===== config.mk =====
export PLATFORM = sky130hd
export DESIGN_NAME = uv_fault_ctrl
export DESIGN_NICKNAME = d
export VERILOG_FILES = /design/src/rtl/uv_fault_ctrl.v /design/src/rtl/uv_qualifier.v
export VERILOG_INCLUDE_DIRS = /design/src /design/src/rtl
export SDC_FILE = /design/constraint.sdc
export NUM_CORES = 1
export LEC_CHECK = 0
export ABC_AREA = 1
export BUFFER_PORTS_ARGS = -buffer_cell sky130_fd_sc_hd__buf_2
export CELL_PAD_IN_SITES_DETAIL_PLACEMENT = 0
export CELL_PAD_IN_SITES_GLOBAL_PLACEMENT = 2
export CORE_ASPECT_RATIO = 0.9
export CORE_MARGIN = 3
export CORE_UTILIZATION = 35
export CTS_CLUSTER_DIAMETER = 80
export DETAILED_ROUTE_END_ITERATION = 10
export GPL_TIMING_DRIVEN = 0
export PLACE_DENSITY_LB_ADDON = 0.1
export SYNTH_ARGS = -nofsm -noshare
export SYNTH_HDL_FRONTEND = slang
export SYNTH_HIERARCHICAL = 1
export SYNTH_SLANG_ARGS = --single-unit

===== constraint.sdc =====
create_clock -name clk -period 4 [get_ports clk]
set_clock_uncertainty 0.2 [all_clocks]
set_input_delay 0.2 -clock clk [delete_from_list [all_inputs] [get_ports clk]]
set_output_delay 0.2 -clock clk [all_outputs]
set_load 0.02 [all_outputs]

===== src/rtl/uv_fault_defs.vh =====
// Register map, field positions, reset values and timing for the under-voltage fault logic
`ifndef UV_FAULT_DEFS_VH
`define UV_FAULT_DEFS_VH

// Register addresses
`define OVP_CFG_ADDR      8'h0d
`define UVP_CFG_ADDR      8'h0c
`define FAULT_STAT_ADDR   8'h10

// Reset values
`define OVP_CFG_RST       8'h00
`define UVP_CFG_RST       8'h00

// Under-voltage configuration fields
`define UVP_HICCUP_HI     6
`define UVP_HICCUP_LO     5
`define UVP_THRESH_BIT    4
`define UVP_COUNT_HI      3
`define UVP_COUNT_LO      2
`define UVP_MODE_HI       1
`define UVP_MODE_LO       0

// Response codes
`define UV_MODE_RECOVER   2'h0
`define UV_MODE_LATCH     2'h1

// Fault status bits
`define STAT_UV_STICKY    0
`define STAT_OC_STICKY    1
`define STAT_HICCUP       2
`define STAT_LATCHED      3
`define STAT_SWITCHING    4
`define STAT_SOFTSTART    5
`define STAT_UV_LIVE      6

// Timing
`define CLK_PERIOD_PS     25000
`define DELAY_UNIT_PS     1000000000
`define MS_CYCLES_DFLT    (`DELAY_UNIT_PS / `CLK_PERIOD_PS)

`endif


===== src/rtl/uv_fault_ctrl.v =====
// Under-voltage fault response controller with its configuration registers
`timescale 1ns/1ps
`include "uv_fault_defs.vh"

module uv_fault_ctrl #(
   parameter MS_CYCLES = `MS_CYCLES_DFLT,
   parameter TMR_W     = 16,
   parameter UV_CNT_W  = 5
) (
   // Clock and reset
   input  wire       clk,
   input  wire       rst,
   // Register port from the serial interface
   input  wire       reg_wr,
   input  wire       reg_rd,
   input  wire [7:0] reg_addr,
   input  wire [7:0] reg_wdata,
   output reg  [7:0] reg_rdata_r,
   // Converter and protection inputs
   input  wire       en_pin,
   input  wire       sw_tick,
   input  wire       uv_comp_raw,
   input  wire       oc_trip,
   input  wire       oc_latch_sel,
   input  wire       ot_trip,
   input  wire       ss_done,
   // Converter controls
   output reg        switching_en_r,
   output reg        cur_limit_en_r,
   output reg        ss_start_r,
   output reg        uv_threshold_sel_r,
   output reg        latched_off_r
);

   localparam [5:0] ST_OFF   = 6'h01;
   localparam [5:0] ST_SS    = 6'h02;
   localparam [5:0] ST_RUN   = 6'h04;
   localparam [5:0] ST_WAIT  = 6'h08;
   localparam [5:0] ST_LATCH = 6'h10;
   localparam [5:0] ST_OT    = 6'h20;

   ////////////////////////////////////////////////////////////////////////////////
   // Registers

   reg  [7:0] ovp_cfg_r;
   reg  [7:0] uvp_cfg_r;
   reg        uv_sticky_r;
   reg        oc_sticky_r;
   reg        hiccup_r;
   reg        retry_r;
   reg  [5:0] state_r;
   reg  [5:0] state_nxt;
   reg  [TMR_W-1:0] tick_r;
   reg  [4:0] ms_r;
   reg        uv_fault_act;
   reg        oc_fault_act;
   reg        fault_latch;
   reg  [7:0] stat;

   wire       uv_trip;
   wire       uv_live;
   wire [1:0] uv_mode    = uvp_cfg_r[`UVP_MODE_HI:`UVP_MODE_LO];
   wire [1:0] hiccup_sel = uvp_cfg_r[`UVP_HICCUP_HI:`UVP_HICCUP_LO];
   wire [4:0] ms_target  = 5'h01 << ({1'b0, hiccup_sel} + 3'd1);
   wire       tick_end   = (tick_r == MS_CYCLES[TMR_W-1:0] - {{(TMR_W-1){1'b0}}, 1'b1});
   wire       wait_done  = tick_end && (ms_r + 5'h01 == ms_target);
   wire       stat_clr   = reg_wr && (reg_addr == `FAULT_STAT_ADDR);

   always @(posedge clk) begin
      if (rst) begin
         ovp_cfg_r <= `OVP_CFG_RST;
         uvp_cfg_r <= `UVP_CFG_RST;
      end else if (reg_wr) begin
         if (reg_addr == `OVP_CFG_ADDR) begin
            ovp_cfg_r <= reg_wdata;
         end
         if (reg_addr == `UVP_CFG_ADDR) begin
            uvp_cfg_r <= reg_wdata;
         end
      end
   end

   always @* begin
      stat                  = 8'h00;
      stat[`STAT_UV_STICKY] = uv_sticky_r;
      stat[`STAT_OC_STICKY] = oc_sticky_r;
      stat[`STAT_HICCUP]    = hiccup_r;
      stat[`STAT_LATCHED]   = latched_off_r;
      stat[`STAT_SWITCHING] = switching_en_r;
      stat[`STAT_SOFTSTART] = (state_r == ST_SS);
      stat[`STAT_UV_LIVE]   = uv_live;
   end

   always @(posedge clk) begin
      if (rst) begin
         reg_rdata_r <= 8'h00;
      end else if (reg_rd) begin
         case (reg_addr)
            `OVP_CFG_ADDR:    reg_rdata_r <= ovp_cfg_r;
            `UVP_CFG_ADDR:    reg_rdata_r <= uvp_cfg_r;
            `FAULT_STAT_ADDR: reg_rdata_r <= stat;
            default:          reg_rdata_r <= 8'h00;
         endcase
      end
   end

   ////////////////////////////////////////////////////////////////////////////////
   // Qualification

   uv_qualifier #(
      .CNT_W (UV_CNT_W)
   ) u_qual (
      .clk            (clk),
      .rst            (rst),
      .arm            (state_r == ST_RUN),
      .sw_tick        (sw_tick),
      .count_sel      (uvp_cfg_r[`UVP_COUNT_HI:`UVP_COUNT_LO]),
      .uv_comp_raw    (uv_comp_raw),
      .uv_live        (uv_live),
      .uv_qualified_r (uv_trip)
   );

   ////////////////////////////////////////////////////////////////////////////////
   // Fault arbitration and sequencing

   always @* begin
      uv_fault_act = 1'b0;
      oc_fault_act = 1'b0;
      fault_latch  = 1'b0;
      if (uv_trip) begin
         // UV owns the response even in no-response mode
         uv_fault_act = (uv_mode == `UV_MODE_RECOVER) || (uv_mode == `UV_MODE_LATCH);
         fault_latch  = (uv_mode == `UV_MODE_LATCH);
      end else if (oc_trip) begin
         oc_fault_act = 1'b1;
         fault_latch  = oc_latch_sel;
      end
   end

   always @* begin
      state_nxt = state_r;
      case (state_r)
         ST_OFF:   if (en_pin && !ot_trip) state_nxt = ST_SS;
         ST_SS:    if (ss_done) state_nxt = ST_RUN;
         ST_RUN: begin
            if (uv_fault_act || oc_fault_act) begin
               state_nxt = fault_latch ? ST_LATCH : ST_WAIT;
            end
         end
         ST_WAIT:  if (wait_done) state_nxt = ST_SS;
         ST_LATCH: state_nxt = ST_LATCH;
         ST_OT:    if (!ot_trip) state_nxt = ST_SS;
         default:  state_nxt = ST_OFF;
      endcase
      if (!en_pin) begin
         state_nxt = ST_OFF;
      end else if (ot_trip && state_nxt != ST_LATCH && state_nxt != ST_OFF) begin
         state_nxt = ST_OT;
      end
   end

   always @(posedge clk) begin
      if (rst) begin
         state_r            <= ST_OFF;
         tick_r             <= {TMR_W{1'b0}};
         ms_r               <= 5'h00;
         retry_r            <= 1'b0;
         hiccup_r           <= 1'b0;
         uv_sticky_r        <= 1'b0;
         oc_sticky_r        <= 1'b0;
         switching_en_r     <= 1'b0;
         cur_limit_en_r     <= 1'b0;
         ss_start_r         <= 1'b0;
         latched_off_r      <= 1'b0;
         uv_threshold_sel_r <= 1'b0;
      end else begin
         state_r            <= state_nxt;
         uv_threshold_sel_r <= uvp_cfg_r[`UVP_THRESH_BIT];
         switching_en_r     <= (state_nxt == ST_SS) || (state_nxt == ST_RUN);
         cur_limit_en_r     <= (state_nxt == ST_SS) || (state_nxt == ST_RUN);
         ss_start_r         <= (state_nxt == ST_SS) && (state_r != ST_SS);
         latched_off_r      <= (state_nxt == ST_LATCH);
         if (state_r == ST_WAIT && !tick_end) begin
            tick_r <= tick_r + {{(TMR_W-1){1'b0}}, 1'b1};
         end else begin
            tick_r <= {TMR_W{1'b0}};
         end
         if (state_r != ST_WAIT) begin
            ms_r <= 5'h00;
         end else if (tick_end) begin
            ms_r <= ms_r + 5'h01;
         end
         if (state_nxt == ST_OFF) begin
            retry_r  <= 1'b0;
            hiccup_r <= 1'b0;
         end else if (state_r == ST_RUN && state_nxt == ST_WAIT) begin
            retry_r <= 1'b1;
            if (retry_r) begin
               hiccup_r <= 1'b1;
            end
         end
         // Hardware set wins over a status write in the same cycle
         if (uv_trip) begin
            uv_sticky_r <= 1'b1;
         end else if (stat_clr && reg_wdata[`STAT_UV_STICKY]) begin
            uv_sticky_r <= 1'b0;
         end
         if (oc_trip && state_r == ST_RUN) begin
            oc_sticky_r <= 1'b1;
         end else if (stat_clr && reg_wdata[`STAT_OC_STICKY]) begin
            oc_sticky_r <= 1'b0;
         end
      end
   end

endmodule // uv_fault_ctrl


===== src/rtl/uv_qualifier.v =====
// Under-voltage comparator synchroniser and consecutive switching-period qualifier
`timescale 1ns/1ps
`include "uv_fault_defs.vh"

module uv_qualifier #(
   parameter CNT_W = 5
) (
   // Clock and reset
   input  wire       clk,
   input  wire       rst,
   // Control
   input  wire       arm,
   input  wire       sw_tick,
   input  wire [1:0] count_sel,
   // Comparator
   input  wire       uv_comp_raw,
   // Result
   output wire       uv_live,
   output reg        uv_qualified_r
);

   reg              sync1_r;
   reg              sync2_r;
   reg  [CNT_W-1:0] cnt_r;
   wire [CNT_W-1:0] target;

   // 00 gives 2, 01 gives 4, 02 gives 8, 03 gives 16
   assign target  = {{(CNT_W-1){1'b0}}, 1'b1} << ({1'b0, count_sel} + 3'd1);
   assign uv_live = sync2_r;

   always @(posedge clk) begin
      if (rst) begin
         sync1_r <= 1'b0;
         sync2_r <= 1'b0;
      end else begin
         sync1_r <= uv_comp_raw;
         sync2_r <= sync1_r;
      end
   end

   always @(posedge clk) begin
      if (rst || !arm) begin
         cnt_r          <= {CNT_W{1'b0}};
         uv_qualified_r <= 1'b0;
      end else if (!sync2_r) begin
         cnt_r          <= {CNT_W{1'b0}};
         uv_qualified_r <= 1'b0;
      end else if (sw_tick && !uv_qualified_r) begin
         if (cnt_r + {{(CNT_W-1){1'b0}}, 1'b1} == target) begin
            uv_qualified_r <= 1'b1;
         end
         cnt_r <= cnt_r + {{(CNT_W-1){1'b0}}, 1'b1};
      end
   end

endmodule // uv_qualifier


# ---- Word level (Yosys, flattened, before mapping)
# Index checks and enable logic that the tools add are counted.
dict set report word_totals {
  out_inout_bits 13
  ff_bits 67
  elab_cells 99
  inputBits 27
}
dict set report classes {
  addsub 5
  shifts 2
  n_eq_ne 22
  reduce_logical 31
  mux 19
  n_bitwise 2
}
# cell n
set ops {}
lappend ops {{6-bit 2-to-1 mux} 7}
lappend ops {{6-bit case mux with 6 select lines} 1}
lappend ops {{8-bit case mux with 3 select lines} 1}
lappend ops {{16-bit by 1-bit adder with 16-bit output (second input constant)} 1}
lappend ops {{16-bit equality test (second input constant)} 1}
lappend ops {{8-bit by 4-bit equality test with 1-bit output (second input constant)} 2}
lappend ops {{6-bit by 1-bit equality test with 1-bit output (second input constant)} 2}
lappend ops {{6-bit by 2-bit equality test with 1-bit output (second input constant)} 2}
lappend ops {{6-bit by 3-bit equality test with 1-bit output (second input constant)} 2}
lappend ops {{6-bit by 4-bit equality test with 1-bit output (second input constant)} 2}
lappend ops {{6-bit by 5-bit equality test with 1-bit output (second input constant)} 2}
lappend ops {{1-bit logical AND} 12}
lappend ops {{5-bit by 1-bit adder with 5-bit output (second input constant)} 2}
lappend ops {{5-bit equality test} 2}
lappend ops {{1-bit by 3-bit left shift with 5-bit output (first input constant)} 2}
lappend ops {{1-bit 2-to-1 mux} 9}
lappend ops {{8-bit by 5-bit equality test with 1-bit output (second input constant)} 1}
lappend ops {{2-bit AND reduction} 4}
lappend ops {{2-bit OR reduction} 4}
lappend ops {{2-bit by 1-bit adder with 3-bit output (second input constant)} 2}
lappend ops {{6-bit equality test (second input constant)} 1}
lappend ops {{6-bit by 1-bit != test with 1-bit output (second input constant)} 1}
lappend ops {{6-bit by 2-bit != test with 1-bit output (second input constant)} 1}
lappend ops {{6-bit by 4-bit != test with 1-bit output (second input constant)} 1}
lappend ops {{other kinds (8)} 16}

# ---- Logic depth before layout (Yosys ltp)
# Gate-level depths: netlist of the first run.
dict set report depth {
  ltp_word 14
  mapped_depth 14
  ltp_nobuf 14
}

# ---- Hierarchy
# Netlist of the first run, hierarchy kept.
# module cells_each instances area_each_um2 seq_area_each_um2
set by_module_without_submodules {}
lappend by_module_without_submodules {uv_fault_ctrl 401 1 2895.3 1181.1}
lappend by_module_without_submodules {uv_qualifier 70 1 470.5 160.2}

# ---- Worst setup path before layout of the first run
# No wires, ideal clock.
dict set report synth_timing {
  path_type {reg2reg}
  start {register ms_r[0]}
  end {register ss_start_r}
  required_ns 3.727
  arrival_ns 1.415
  setup_ns 0.073
  synth_period_minus_slack_ns 1.688
  path_stages_with_launch 14
  n_path_buf 0
  setup_slack_ns 2.312
  cell_sequence {dfxtp_1 ha_1 inv_1 nand2_1 nand2_1 a21oi_1 nand2_1 nor2_1 nand2_1 nand2_1 nand2_1 nand2_1 nand2_1 nor3b_2}
}
dict set report synth_via {
  elab_chain_len 12
  elab_cells_between_ends 13
  cone_classes {add/sub (1); eq/ne (4); mux (4); reduce/logical (4)}
}
# element line
set synth_rtl {}
lappend synth_rtl {{from (decl)} uv_fault_ctrl.v:54} ;# reg [4:0] ms_r;
lappend synth_rtl {{from (signal assigned)} uv_fault_ctrl.v:191} ;# ms_r <= ms_r + 5'h01;
lappend synth_rtl {{5-bit by 1-bit adder with 5-bit output *} uv_fault_ctrl.v:66} ;# wire wait_done = tick_end && (ms_r + 5'h01 == ms_target);
lappend synth_rtl {{5-bit equality test *} uv_fault_ctrl.v:66}
lappend synth_rtl {{1-bit logical AND *} uv_fault_ctrl.v:66}
lappend synth_rtl {{6-bit 2-to-1 mux *} uv_fault_ctrl.v:150} ;# ST_WAIT: if (wait_done) state_nxt = ST_SS;
lappend synth_rtl {{6-bit case mux with 6 select lines *} uv_fault_ctrl.v:142} ;# case (state_r)
lappend synth_rtl {{6-bit by 5-bit != test with 1-bit output} uv_fault_ctrl.v:157} ;# end else if (ot_trip && state_nxt != ST_LATCH && state_nxt != ST_OFF) begin
lappend synth_rtl {{1-bit logical AND (2 in a row)} uv_fault_ctrl.v:157}
lappend synth_rtl {{6-bit 2-to-1 mux *} uv_fault_ctrl.v:157}
lappend synth_rtl {{6-bit 2-to-1 mux *} uv_fault_ctrl.v:155} ;# if (!en_pin) begin
lappend synth_rtl {{6-bit by 2-bit equality test with 1-bit output *} uv_fault_ctrl.v:181} ;# ss_start_r <= (state_nxt == ST_SS) && (state_r != ST_SS);
lappend synth_rtl {{1-bit logical AND *} uv_fault_ctrl.v:181}
lappend synth_rtl {{to (signal assigned)} uv_fault_ctrl.v:181}
lappend synth_rtl {{to (decl)} uv_fault_ctrl.v:30} ;# output reg ss_start_r,
# Mark *: on every way between the ends. The rest lies on a longest branch, timed or not.
# A chain may end at the register's enable or synchronous reset.

# ---- Worst setup path after layout of the first run
dict set report layout_timing {
  start {input port rst}
  end {register tick_r[7]}
}
dict set report layout_via {
  elab_chain_len 1
}
# element line
set layout_rtl {}
lappend layout_rtl {{from (decl)} uv_fault_ctrl.v:12} ;# input wire rst,
lappend layout_rtl {{2-bit OR reduction (no source line)} n/a}
lappend layout_rtl {{to (signal assigned)} uv_fault_ctrl.v:165} ;# tick_r <= {TMR_W{1'b0}};
lappend layout_rtl {{to (signal assigned)} uv_fault_ctrl.v:184} ;# tick_r <= tick_r + {{(TMR_W-1){1'b0}}, 1'b1};
lappend layout_rtl {{to (signal assigned)} uv_fault_ctrl.v:186} ;# tick_r <= {TMR_W{1'b0}};
lappend layout_rtl {{to (decl)} uv_fault_ctrl.v:53} ;# reg [TMR_W-1:0] tick_r;
# No other way between the ends.

==> summary by stage, run 1 <==
Yosys
After technology mapping, the gate count stands at 471. The share of the Yosys chip area taken by registers is 39.9%. The async set or reset register ratio after synthesis is 0%. The per-instance average area after synthesis is 7.15 sq um. The number of warnings printed during yosys synthesis is 6. The total standard cell area after synthesis is 3370 sq um. After synthesis the netlist holds a flip-flop and latch count of 67.

The netlist uses 43 different library cells. The number of enable-type register cells in the synthesized netlist is 0. The dominant register cell in the synthesized netlist is sky130_fd_sc_hd__dfxtp_1.

The number of nets in the synthesized netlist is 501.

Cells and area
The antenna diode instance count is 0. Leaving out fill and tap cells, the most frequent cells in the layout are sky130_fd_sc_hd__nand2_1 (104), sky130_fd_sc_hd__dfxtp_1 (67), sky130_fd_sc_hd__inv_1 (56). The most frequent standard cell in the layout excluding fill and tap cells is sky130_fd_sc_hd__nand2_1. The filler cells instantiated in the layout total 1,014. The finished layout holds 660 standard cells, fillers aside. The final layout contains 563 nets. The signed area change from the synthesized netlist to the final layout is 20.4%. Cells with a size suffix above 1 make up 16.4% of the layout. The utilization after layout is 43.8%.

Detailed routing
The total vias in the final route is 3,145. After detailed routing, the number of remaining DRC violations is 0. After detailed routing, the total wire length is 8.56 mm. For this run, the detailed router's first-pass iteration total came to 4.

The post-detailed-route via-to-cell ratio is 4.77. The number of nets still failing antenna checks after routing is 0. In this run, the number of DRC markers left after iteration 0 of detailed routing was 126. After detailed routing, the average wire length per cell comes to 13.0 um.

Timing
The number of setup violations in the final report is 0. The post-route worst setup slack is 1.87 ns. Setup repair after global routing left no endpoint under its margin. The final-report max-slew violation count is 0. In the finished design, the share of the clock period the worst path needs comes to 53.2%. Derived from the worst setup path, the maximum achievable clock frequency is 470 MHz. The final count of hold timing violations is 0.

Headroom to the max-slew limit came out at 57.9%. The slew of the pin with the lowest slew margin is 0.632 ns. The sum of negative setup slack is 0 ns. The minimum clock period is 2.13 ns.

CTS
The tree built by TritonCTS fans out to 67 sinks. The clock tree root buffer cell is sky130_fd_sc_hd__clkbuf_8. The maximum root-to-sink buffer count is 2. Clock latency on the worst-skew pair, taken at its later pin, is 0.34 ns. The clock slew at the register clock pins of the worst setup and hold paths is 0.08 ns. Clock tree synthesis inserted a total of 9 buffers. The number of buffers inserted by post-CTS setup repair is 0. TritonCTS built the clock tree. The CTS H-tree depth is 3.

Placement
The cell total after placement is 631. Buffers placed on the I/O ports in this run total 38. The weighted congestion reported at the end of routability-driven placement is 0.820. The worst slack at placement is 1.97 ns. Detailed placement ended at an HPWL of 6.46 mm.

Setup path
The arrival time of data at the critical path endpoint is 2.15 ns. The required time of the worst setup path is 4.02 ns. The maximum fanout encountered on the critical timing path is 10. The critical path is of the primary input to flip-flop type. STA classifies the critical path endpoint as a flip-flop. The startpoint class of the critical path is a primary input.

Pwr
The leakage dissipation is 1.62 nW. Dividing total power by cell area gives a power density of 332 nW/um^2. Across the VDD grid, the largest voltage drop is 184 uV. The overall power of the completed layout is 0.00135 W.

Die
The top-level I/O count is 40. The die covers 10,800 sq um. Measured along the y axis, the die boundary spans 99.0 um.

The initial utilization of the core area, before any placement, comes to 36.4%. The core area is 9250 sq um. From left edge to right edge, the die measures 109 um. The floorplan row count is 33.

Min path
The path class of the tightest hold or removal check is primary input to flip-flop.

GRT
The number of global-route vias before repair is 2,872. The total track usage is 16.8%. The number of antenna violations at the first check in global routing came to 0. The largest net degree at the start of global routing is 12. The first global-routing pass estimated 14.3 mm of wire. After global routing the overflow that remains totals 0.

Run
The reported max-cap violation count is 0.

Status
The run finished with clean final reports.
## cells in the mapped netlist, drive strengths merged (4+ instances only)
cell    number  area (sq um)
nand4       12          75.1
inv         58           218
buf          8          77.6
nand2      108           415
o211ai       7          52.6
nor3b        7          57.6
a211oi       6          45.0
o21ai       17          85.1
clkbuf       4          15.0
dfxtp       67          1340
nor2        57           239
a21oi       40           211
nand3       48           260
nor3        11          87.6
## power by group
part            total, W  internal [W]  switching (W)
registers       0.000672      0.000669     0.00000213
logic          0.0000724     0.0000295      0.0000430
clock network   0.000602      0.000337       0.000265
total            0.00135       0.00104       0.000311
## layout make-up
class,instances,area [sq um],area share [%]
multi-input combinational,334,1710,42.3
sequential,67,1340,33.1
timing repair buffer,51,320,7.91
inverter,58,218,5.37
clock buffer,12,165,4.08
tap,122,153,3.77
buffer,12,92.6,2.29
clock inverter,4,47.5,1.17
## metrics by stage
stage	hold WS, ns	cell area [sq um]
2_1_floorplan	0.0712	3370
3_3_place_gp	0.201	3710
3_5_place_dp	0.207	3710
4_1_cts	0.0223	4050
5_1_grt	0.0578	4050
6_report	0.0408	4050
## path summary, 6_finish.rpt
path	startpoint	endpoint	cells after the start	slack (ns)
worst min-delay path	ot_trip	state_r[5]	5	0.04
worst max-delay path	rst	tick_r[7]	7	1.87
worst min register to register	u_qual/sync1_r	u_qual/uv_live	2	0.21
worst max register to register	state_r[3]	cur_limit_en_r	10	1.99
## logic make-up (layout without fill, tap and decap cells)
group | after synthesis | in the layout | synth area share (%)
xor gates and xnor gates | 3 | 3 | 0.781
adders and majority gates | 3 | 3 | 1.12
AOI/OAI and AO/OA | 77 | 77 | 13.2
DFF | 67 | 67 | 39.9
buffers and inverters | 70 | 137 | 9.22
and+or+nand+nor | 251 | 251 | 35.8
## flip-flops by register name (all words and copies together) (netlist names)
| register | count |
|---|---|
| tick_r | 16 |
| ovp_cfg_r | 8 |
| reg_rdata_r | 8 |
| uvp_cfg_r | 8 |
| state_r | 6 |
| ms_r | 5 |
| u_qual/cnt_r | 5 |
| cur_limit_en_r | 1 |
| hiccup_r | 1 |
| latched_off_r | 1 |
| oc_sticky_r | 1 |
| retry_r | 1 |
| ss_start_r | 1 |
| u_qual/sync1_r | 1 |
| u_qual/uv_live | 1 |
| u_qual/uv_qualified_r | 1 |
| uv_sticky_r | 1 |
| uv_threshold_sel_r | 1 |
## worst max-delay path: stages
cell                            delay [ns]
sky130_fd_sc_hd__dlygate4sd3_1        0.52
sky130_fd_sc_hd__buf_2                0.13
sky130_fd_sc_hd__clkbuf_1             0.49
sky130_fd_sc_hd__nor2_1               0.21
sky130_fd_sc_hd__nand2_1              0.33
sky130_fd_sc_hd__buf_6                0.20
sky130_fd_sc_hd__a211oi_1             0.05
## routing by layer
metal | vias up | global-route usage (%) | routed length [um]
met5 | - | 0 | 0
met4 | 0 | 3.45 | 75
met3 | 9 | 4.13 | 350
met2 | 55 | 24.8 | 3610
met1 | 1392 | 24.8 | 4520
li1 | 1689 | - | -
## timing repair
| item | CTS | global route |
|---|---|---|
| resized for setup | 0 | 0 |
| hold buffers | 13 | 0 |
| hold endpoints to repair | 31 | 0 |
Power figures use the tool's default switching activity.
==> run 2: changes to the inputs <==
Settings changed: ABC_AREA 1 to 0, CORE_UTILIZATION 35 to 32.
Clock period 4 ns to 1.9 ns, I/O delays scaled along.
==> summary by stage, run 2 <==
GRT
The number of global-route vias before repair is 2,670. The number of antenna violations at the first check in global routing is 0. The total track usage is 15.3%.

The first global-routing pass estimated 13.1 mm of wire. Entering global routing, the biggest net connects 11 pins. Global routing finished with a remaining overflow of 0.

Die
The die covers 11,000 sq um. From bottom edge to top edge, the die measures 99.7 um. For this design the top-level I/O count stands at 40. After floorplanning, the core was divided into 33 placement rows. Once the floorplan was initialized, standard cells occupied 33.6% of the core. The die is 110 um wide. The core region is 9290 sq um.

Detailed routing
For this block, the routed nets add up to 7.93 mm of wire. The number of nets still failing antenna checks after routing is 0. The total vias in the final route is 2,707. The number of optimization iterations in the first detailed-route pass is 5. The routed wirelength normalized by instance count is 14.5 um. The first routing iteration left 149 violations. The number of DRC violations after detailed routing is 0. The post-detailed-route via-to-cell ratio is 4.96.

Run
Across the run, the number of max-cap violations was 0.

Cells and area
The flip-flop count of the largest register, all copies and words added is 16. In the final layout, the share of cells above drive strength 1 is 25.9%. The final layout net count is 449. The utilization after layout is 43.4%. Leaving out fill and tap cells, the most frequent cell in the layout is sky130_fd_sc_hd__dfxtp_1. 0 antenna diodes ended up in the layout.

In the layout the commonest cells are sky130_fd_sc_hd__dfxtp_1 (61), sky130_fd_sc_hd__nor2_1 (46), sky130_fd_sc_hd__buf_2 (42). The top register by number of flip-flops is tick_r. From synthesis to final layout, the design area changed by 29.2%.

Timing
The highest clock rate is 461 MHz. In the post-route analysis, the smallest setup slack over all paths is -0.271 ns. The worst pin sits at a relative slew slack of 59.0%. Setup violations remaining at the end of the flow were counted as 24. The final count of hold timing violations came to 0. The minimum clock period is 2.17 ns.

In the finished design, the share of the clock period the worst path needs comes to 114%. Setup repair after global routing could not meet its margin everywhere. Setup total negative slack on the finished layout was measured at -3.49 ns.

At the pin with the least slew margin, the transition time is 0.612 ns. The final-report max-slew violation count is 0.

Yosys
In the synthesized netlist the async set-or-reset flop fraction comes to 0%. The complex-gate fraction of the synthesized area is 12.2%. Sorting the synthesized cells by how often they occur yields sky130_fd_sc_hd__dfxtp_1 (67), sky130_fd_sc_hd__nor2_1 (54), sky130_fd_sc_hd__nand2_1 (22). Multiplexer cells account for 3.20% of the synthesized area. By area, the combinational part of the netlist is dominated by simple AND/OR/NAND/NOR gates. The synthesized design devotes to its leading area cell type 42.9% of total area.

Sequential elements use 42.9% of the synthesized area. The mapped netlist covers 3120 sq um. sky130_fd_sc_hd__dfxtp_1 is the most common cell in the netlist.

The number of distinct standard cells referenced by the synthesized netlist is 56. The number of enable-type register cells in the synthesized netlist is 0. In the post-synthesis netlist, the biggest area contributors are sky130_fd_sc_hd__dfxtp_1 (43%), sky130_fd_sc_hd__nor2_1 (6.5%), sky130_fd_sc_hd__xnor2_1 (4.5%), sky130_fd_sc_hd__nand3_1 (3.4%), sky130_fd_sc_hd__mux2i_1 (3.2%). The post-synthesis share of cell area spent on and, or, nand and nor gates is 27.3%. The most used flip-flop cell after synthesis is sky130_fd_sc_hd__dfxtp_1. The synthesized design contains 67 register bits. The parity-gate share of the synthesized area counting xor and xnor cells is 9.05%. Averaged over all synthesized cells, the footprint is 8.98 sq um. The post-synthesis cell count is 348. The adder-cell area share of the yosys netlist is 1.20%. During synthesis, Yosys emitted a total of 6 warnings.

The biggest area contributor in the post-synthesis netlist is sky130_fd_sc_hd__dfxtp_1. The number of nets in the synthesized netlist is 378.

CTS
The longest clock path from root to sink contains 2 buffers. The H-tree generated during clock tree synthesis spans 3 levels. CTS placed an instance of sky130_fd_sc_hd__clkbuf_8 at the clock tree root. The clock drives 67 sinks. At the later pin of the worst-skew pair, clock insertion delay measures 0.33 ns. In this run, CTS created clock tree buffers numbering 9. Clock-pin slew was measured on the worst setup and hold paths at 0.07 ns. TritonCTS built the clock tree.

Setup path
Grouping stages by cell kind, the critical path spends the most delay in simple AND/OR/NAND/NOR gates. The kind of capture point of the worst setup path is a flip-flop. The library cell contributing the largest single delay on the critical path is sky130_fd_sc_hd__or4b_4. The arrival time of data at the critical path endpoint is 2.23 ns. The reg-to-reg setup timing slack is -0.27 ns. The critical path startpoint is tick_r[7]. The start of the worst register-to-register path is tick_r[7].

The critical path is of the flip-flop to flip-flop type. For the worst setup path, the data required time is 1.96 ns. The worst setup path is launched from a flip-flop. Counting both buffers and inverters, the worst setup path holds a total of 0. In this design, the stage delay of the slowest critical-path cell is 0.55 ns. Traced cell by cell, the critical path runs through or4b_4 > nor4_4 > o2111ai_2 > o31a_1 > nor2_1. The maximum fanout encountered on the critical timing path is 3.

Min path
The class of the worst hold path is primary input to flip-flop. The startpoint of the most critical hold path is reg_wr.

Pwr
Summed over all nets, the switching power comes to 0.000587 W. For this design the static power due to leakage is 1.47 nW. The worst-case IR drop observed on VDD is 329 uV. The net switching fraction of the power is 21.7%. Dividing total power by cell area gives a power density of 672 nW/um^2. Per report_power, the clock group accounts for 42.6% of the total.

Sequential cells account for 52.3% of the total power. Cell internal power was estimated by the tool at 0.00212 W. The share of total power dissipated in combinational logic is 5.1%.

Placement
The weighted congestion reported at the end of routability-driven placement is 0.759. The number of input and output port buffers inserted is 39. Detailed placement ended at an HPWL of 5.58 mm.

Status
The flow ran to the end, but the final reports show violations. The checks that failed: negative setup slack.
run 2: kinds of logic (layout without fill, tap and decap cells):
family	count (synthesis)	count (layout)
flops	67	67
xor+xnor	29	29
compound gates	53	53
mux	10	10
buf+inv	30	106
simple gates	156	156
fa+ha+maj	3	3
run 2: area by class of cell:
cell class / instances / area, sq um
fillers: 970 / 5260
multi-input cells: 251 / 1770
inverters: 13 / 50.0
well taps: 122 / 153
plain buffers: 13 / 88.8
clock buffers: 14 / 153
flip-flops and latches: 67 / 1350
clock inverters: 2 / 35.0
repair buffers: 64 / 437
run 2: worst paths after layout:
kind	to	cells after the start
setup / recovery	ss_start_r	5
hold / removal	ovp_cfg_r[3]	4
setup reg to reg	ss_start_r	5
hold reg to reg	u_qual/uv_live	1
run 2: through the flow:
step	hold slack [ns]	cell area, sq um	total power [W]	std cells	worst slack, ns
after floorplan	-0.0334	3130	0.00150	348	-0.182
after global placement	0.102	3480	0.00156	509	-0.498
after detailed placement	0.107	3480	0.00155	509	-0.479
after CTS	0.0659	3970	0.00276	548	-0.316
after global routing	0.0966	4040	0.00283	546	-0.384
final	0.0957	4040	0.00271	546	-0.271
run 2: per-layer routing:
metal,track usage [%],up-vias,wire (um)
li1,-,1378,-
met1,19.6,1278,3660
met2,25.5,49,3900
met3,3.76,2,328
met4,4.26,0,36
met5,0,-,0
run 2: repair_timing:
action,4_1_cts,5_1_grt
gates resized for setup,23,24
endpoints found under the hold margin,30,0
setup buffers,7,1
gates cloned,1,0
endpoints found under the setup margin,44,47
pin swaps,6,3
hold buffers,17,0
run 2: power by group through the flow:
stage	Sequential, W	Clock (W)	Combinational (W)
after floorplan	0.00145	0	0.0000485
after global placement	0.00145	0	0.000106
after detailed placement	0.00145	0	0.000106
after CTS	0.00142	0.00121	0.000134
after global routing	0.00142	0.00126	0.000153
final	0.00142	0.00115	0.000138
run 2: worst register-to-register path, delay by kind of cell (launching register included):
| kind | cells | cell delay [ns] |
|---|---|---|
| AO/OA/AOI/OAI | 2 | 0.50 |
| flip-flops | 1 | 0.33 |
| AND/OR/NAND/NOR | 3 | 1.07 |
==> run 3: changes to the inputs <==
Settings changed: CTS_BUF_LIST set to sky130_fd_sc_hd__clkbuf_4 sky130_fd_sc_hd__clkbuf_8 sky130_fd_sc_hd__clkbuf_16.
==> summary by stage, run 3 (same netlist as run 2, synthesis figures left out) <==
Cells and area
The top register by number of flip-flops is tick_r. The register with the most flip-flops in the layout has 16 of them. Cells with a size suffix above 1 make up 26.9% of the layout.

The most frequent standard cell in the layout excluding fill and tap cells is sky130_fd_sc_hd__dfxtp_1. The library cells used most frequently in the layout, excluding fill and tap cells, are sky130_fd_sc_hd__dfxtp_1 (61), sky130_fd_sc_hd__nor2_1 (46), sky130_fd_sc_hd__buf_2 (42). The antenna diode instance count is 0. Relative to the synthesized area, the layout overhead comes to 29.6%. At the end of the flow, the number of nets in the layout was 449.

Setup path
Among all stages on the critical path, the largest delay is contributed by sky130_fd_sc_hd__or4b_4. The maximum fanout encountered on the critical timing path is 3. STA puts the critical path data arrival time at 2.24 ns. The signal on the critical path passes through or4b_4 > nor4_4 > o2111ai_2 > o31a_1 > nor2_1. The kind of capture point of the worst setup path is a flip-flop. The startpoint class of the critical path is a flip-flop. The required time of the worst setup path is 1.96 ns. The largest stage delay on the critical path is 0.55 ns.

By startpoint and endpoint, the worst setup path is classified as flip-flop to flip-flop.

Die
The core area is 9290 sq um. The vertical die dimension is 99.7 um. 40 I/O pins were placed.

The horizontal extent of the die is 110 um. The initial standard-cell utilization of the core is 33.6%. The floorplan has 33 rows. The floorplan step defined a die boundary enclosing 11,000 sq um.

GRT
The first global-routing pass estimated 13.2 mm of wire. The number of global-route vias before repair is 2,676. The largest net degree at the start of global routing is 11. The number of antenna violations at the first check in global routing is 0.

The total congestion overflow is 0. Global routing consumed, over all layers together, 15.3% of the routing resources.

Detailed routing
The detailed router placed 2,710 vias in this run. The detailed router's first-iteration violation count is 162. The post-detailed-route via-to-cell ratio is 4.96. The pre-antenna-repair detailed-routing pass consisted of 6 iterations. In the routed design, unresolved DRC markers number 0.

The routed design has 7.94 mm of wire. The count of nets left with antenna violations once routing finished came out at 0. The routed wirelength normalized by instance count is 14.5 um.

CTS
The clock slew at the register clock pins of the worst setup and hold paths is 0.07 ns. The total clock buffers created by CTS is 9. The clock tree root buffer cell is sky130_fd_sc_hd__clkbuf_8. The H-tree was split into 3 levels.

TritonCTS built the clock tree. The clock drives 67 sinks. The clock latency at the later pin of the worst-skew pair is 0.33 ns. The maximum root-to-sink buffer count is 2.

Timing
Setup repair after global routing could not meet its margin everywhere. The minimum clock period is 2.18 ns. The post-route worst setup slack is -0.282 ns. The post-route worst hold slack is 0.103 ns. The number of setup violations in the final report is 24. The final count of hold timing violations is 0. The slew of the pin with the lowest slew margin is 0.612 ns.

The final-report max-slew violation count is 0. Summed over all failing endpoints, the final setup total negative slack is -3.70 ns. After layout, the worst path uses 115% of the clock period. The relative max-transition margin is 59.0%.

Static timing analysis puts the maximum clock frequency at 458 MHz.

Status
The final reports fail on negative setup slack. The flow ran to the end, but the final reports show violations.

Pwr
The power density relative to cell area is 684 nW/um^2. The leakage dissipation is 1.49 nW. The worst-case IR drop observed on VDD is 329 uV.

Placement
The number of input and output port buffers inserted is 39. The HPWL after detailed placement is 5.58 mm. The congestion estimate from routability-driven global placement came to 0.759.

Min path
The worst hold path belongs to the class primary input to flip-flop.

Run
The tool flagged a number of max-cap violations equal to 0.
-- run 3: power by group --
part	leakage (nW)	total [W]	internal (W)	switching, W
clock	0.108	0.00121	0.000701	0.000513
combinational	0.835	0.000138	0.0000693	0.0000686
sequential	0.544	0.00142	0.00141	0.00000757
-- run 3: metal layers --
layer / global-route usage (%) / wire length [um]
met5: 0 / 0
met2: 25.5 / 3820
met1: 19.6 / 3680
met4: 4.26 / 93
met3: 3.76 / 345
-- run 3: timing repair --
action,4_1_cts,5_1_grt
pin swaps,6,3
setup buffers,7,1
gates resized for setup,23,24
hold buffers,17,0
gates cloned,1,0
hold endpoints to repair,30,0
endpoints found under the setup margin,44,47
-- run 3: worst paths after layout --
check | start | to | slack, ns | depth (start not counted)
setup reg to reg | tick_r[7] | ss_start_r | -0.28 | 5
hold / removal | reg_wr | ovp_cfg_r[3] | 0.10 | 4
hold reg to reg | u_qual/sync1_r | u_qual/uv_live | 0.25 | 1
setup / recovery | tick_r[7] | ss_start_r | -0.28 | 5
-- run 3: critical path: cells and delay by family (launching register included) --
kind               cells  cell delay [ns]
AOI/OAI and AO/OA      2             0.50
DFF                    1             0.33
and+or+nand+nor        3             1.08
-- run 3: cell type report --
class	count	area (sq um)
timing repair buffer	64	437
tap	122	153
multi-input combinational	251	1770
sequential	67	1350
clock inverter	2	35.0
fill	969	5240
clock buffer	14	168
inverter	13	50.0
buffer	13	88.8
-- run 3: per-stage QoR --
| stage | utilization, % | power (W) | instances | setup slack (ns) | cell area (sq um) |
|---|---|---|---|---|---|
| after global routing | 43.6 | 0.00289 | 546 | -0.384 | 4050 |
| after CTS | 42.9 | 0.00282 | 548 | -0.316 | 3990 |
| after floorplan | - | 0.00150 | 348 | -0.182 | 3130 |
| after detailed placement | 37.5 | 0.00155 | 509 | -0.479 | 3480 |
| after global placement | 37.5 | 0.00156 | 509 | -0.498 | 3480 |
| final | 43.6 | 0.00277 | 546 | -0.282 | 4050 |
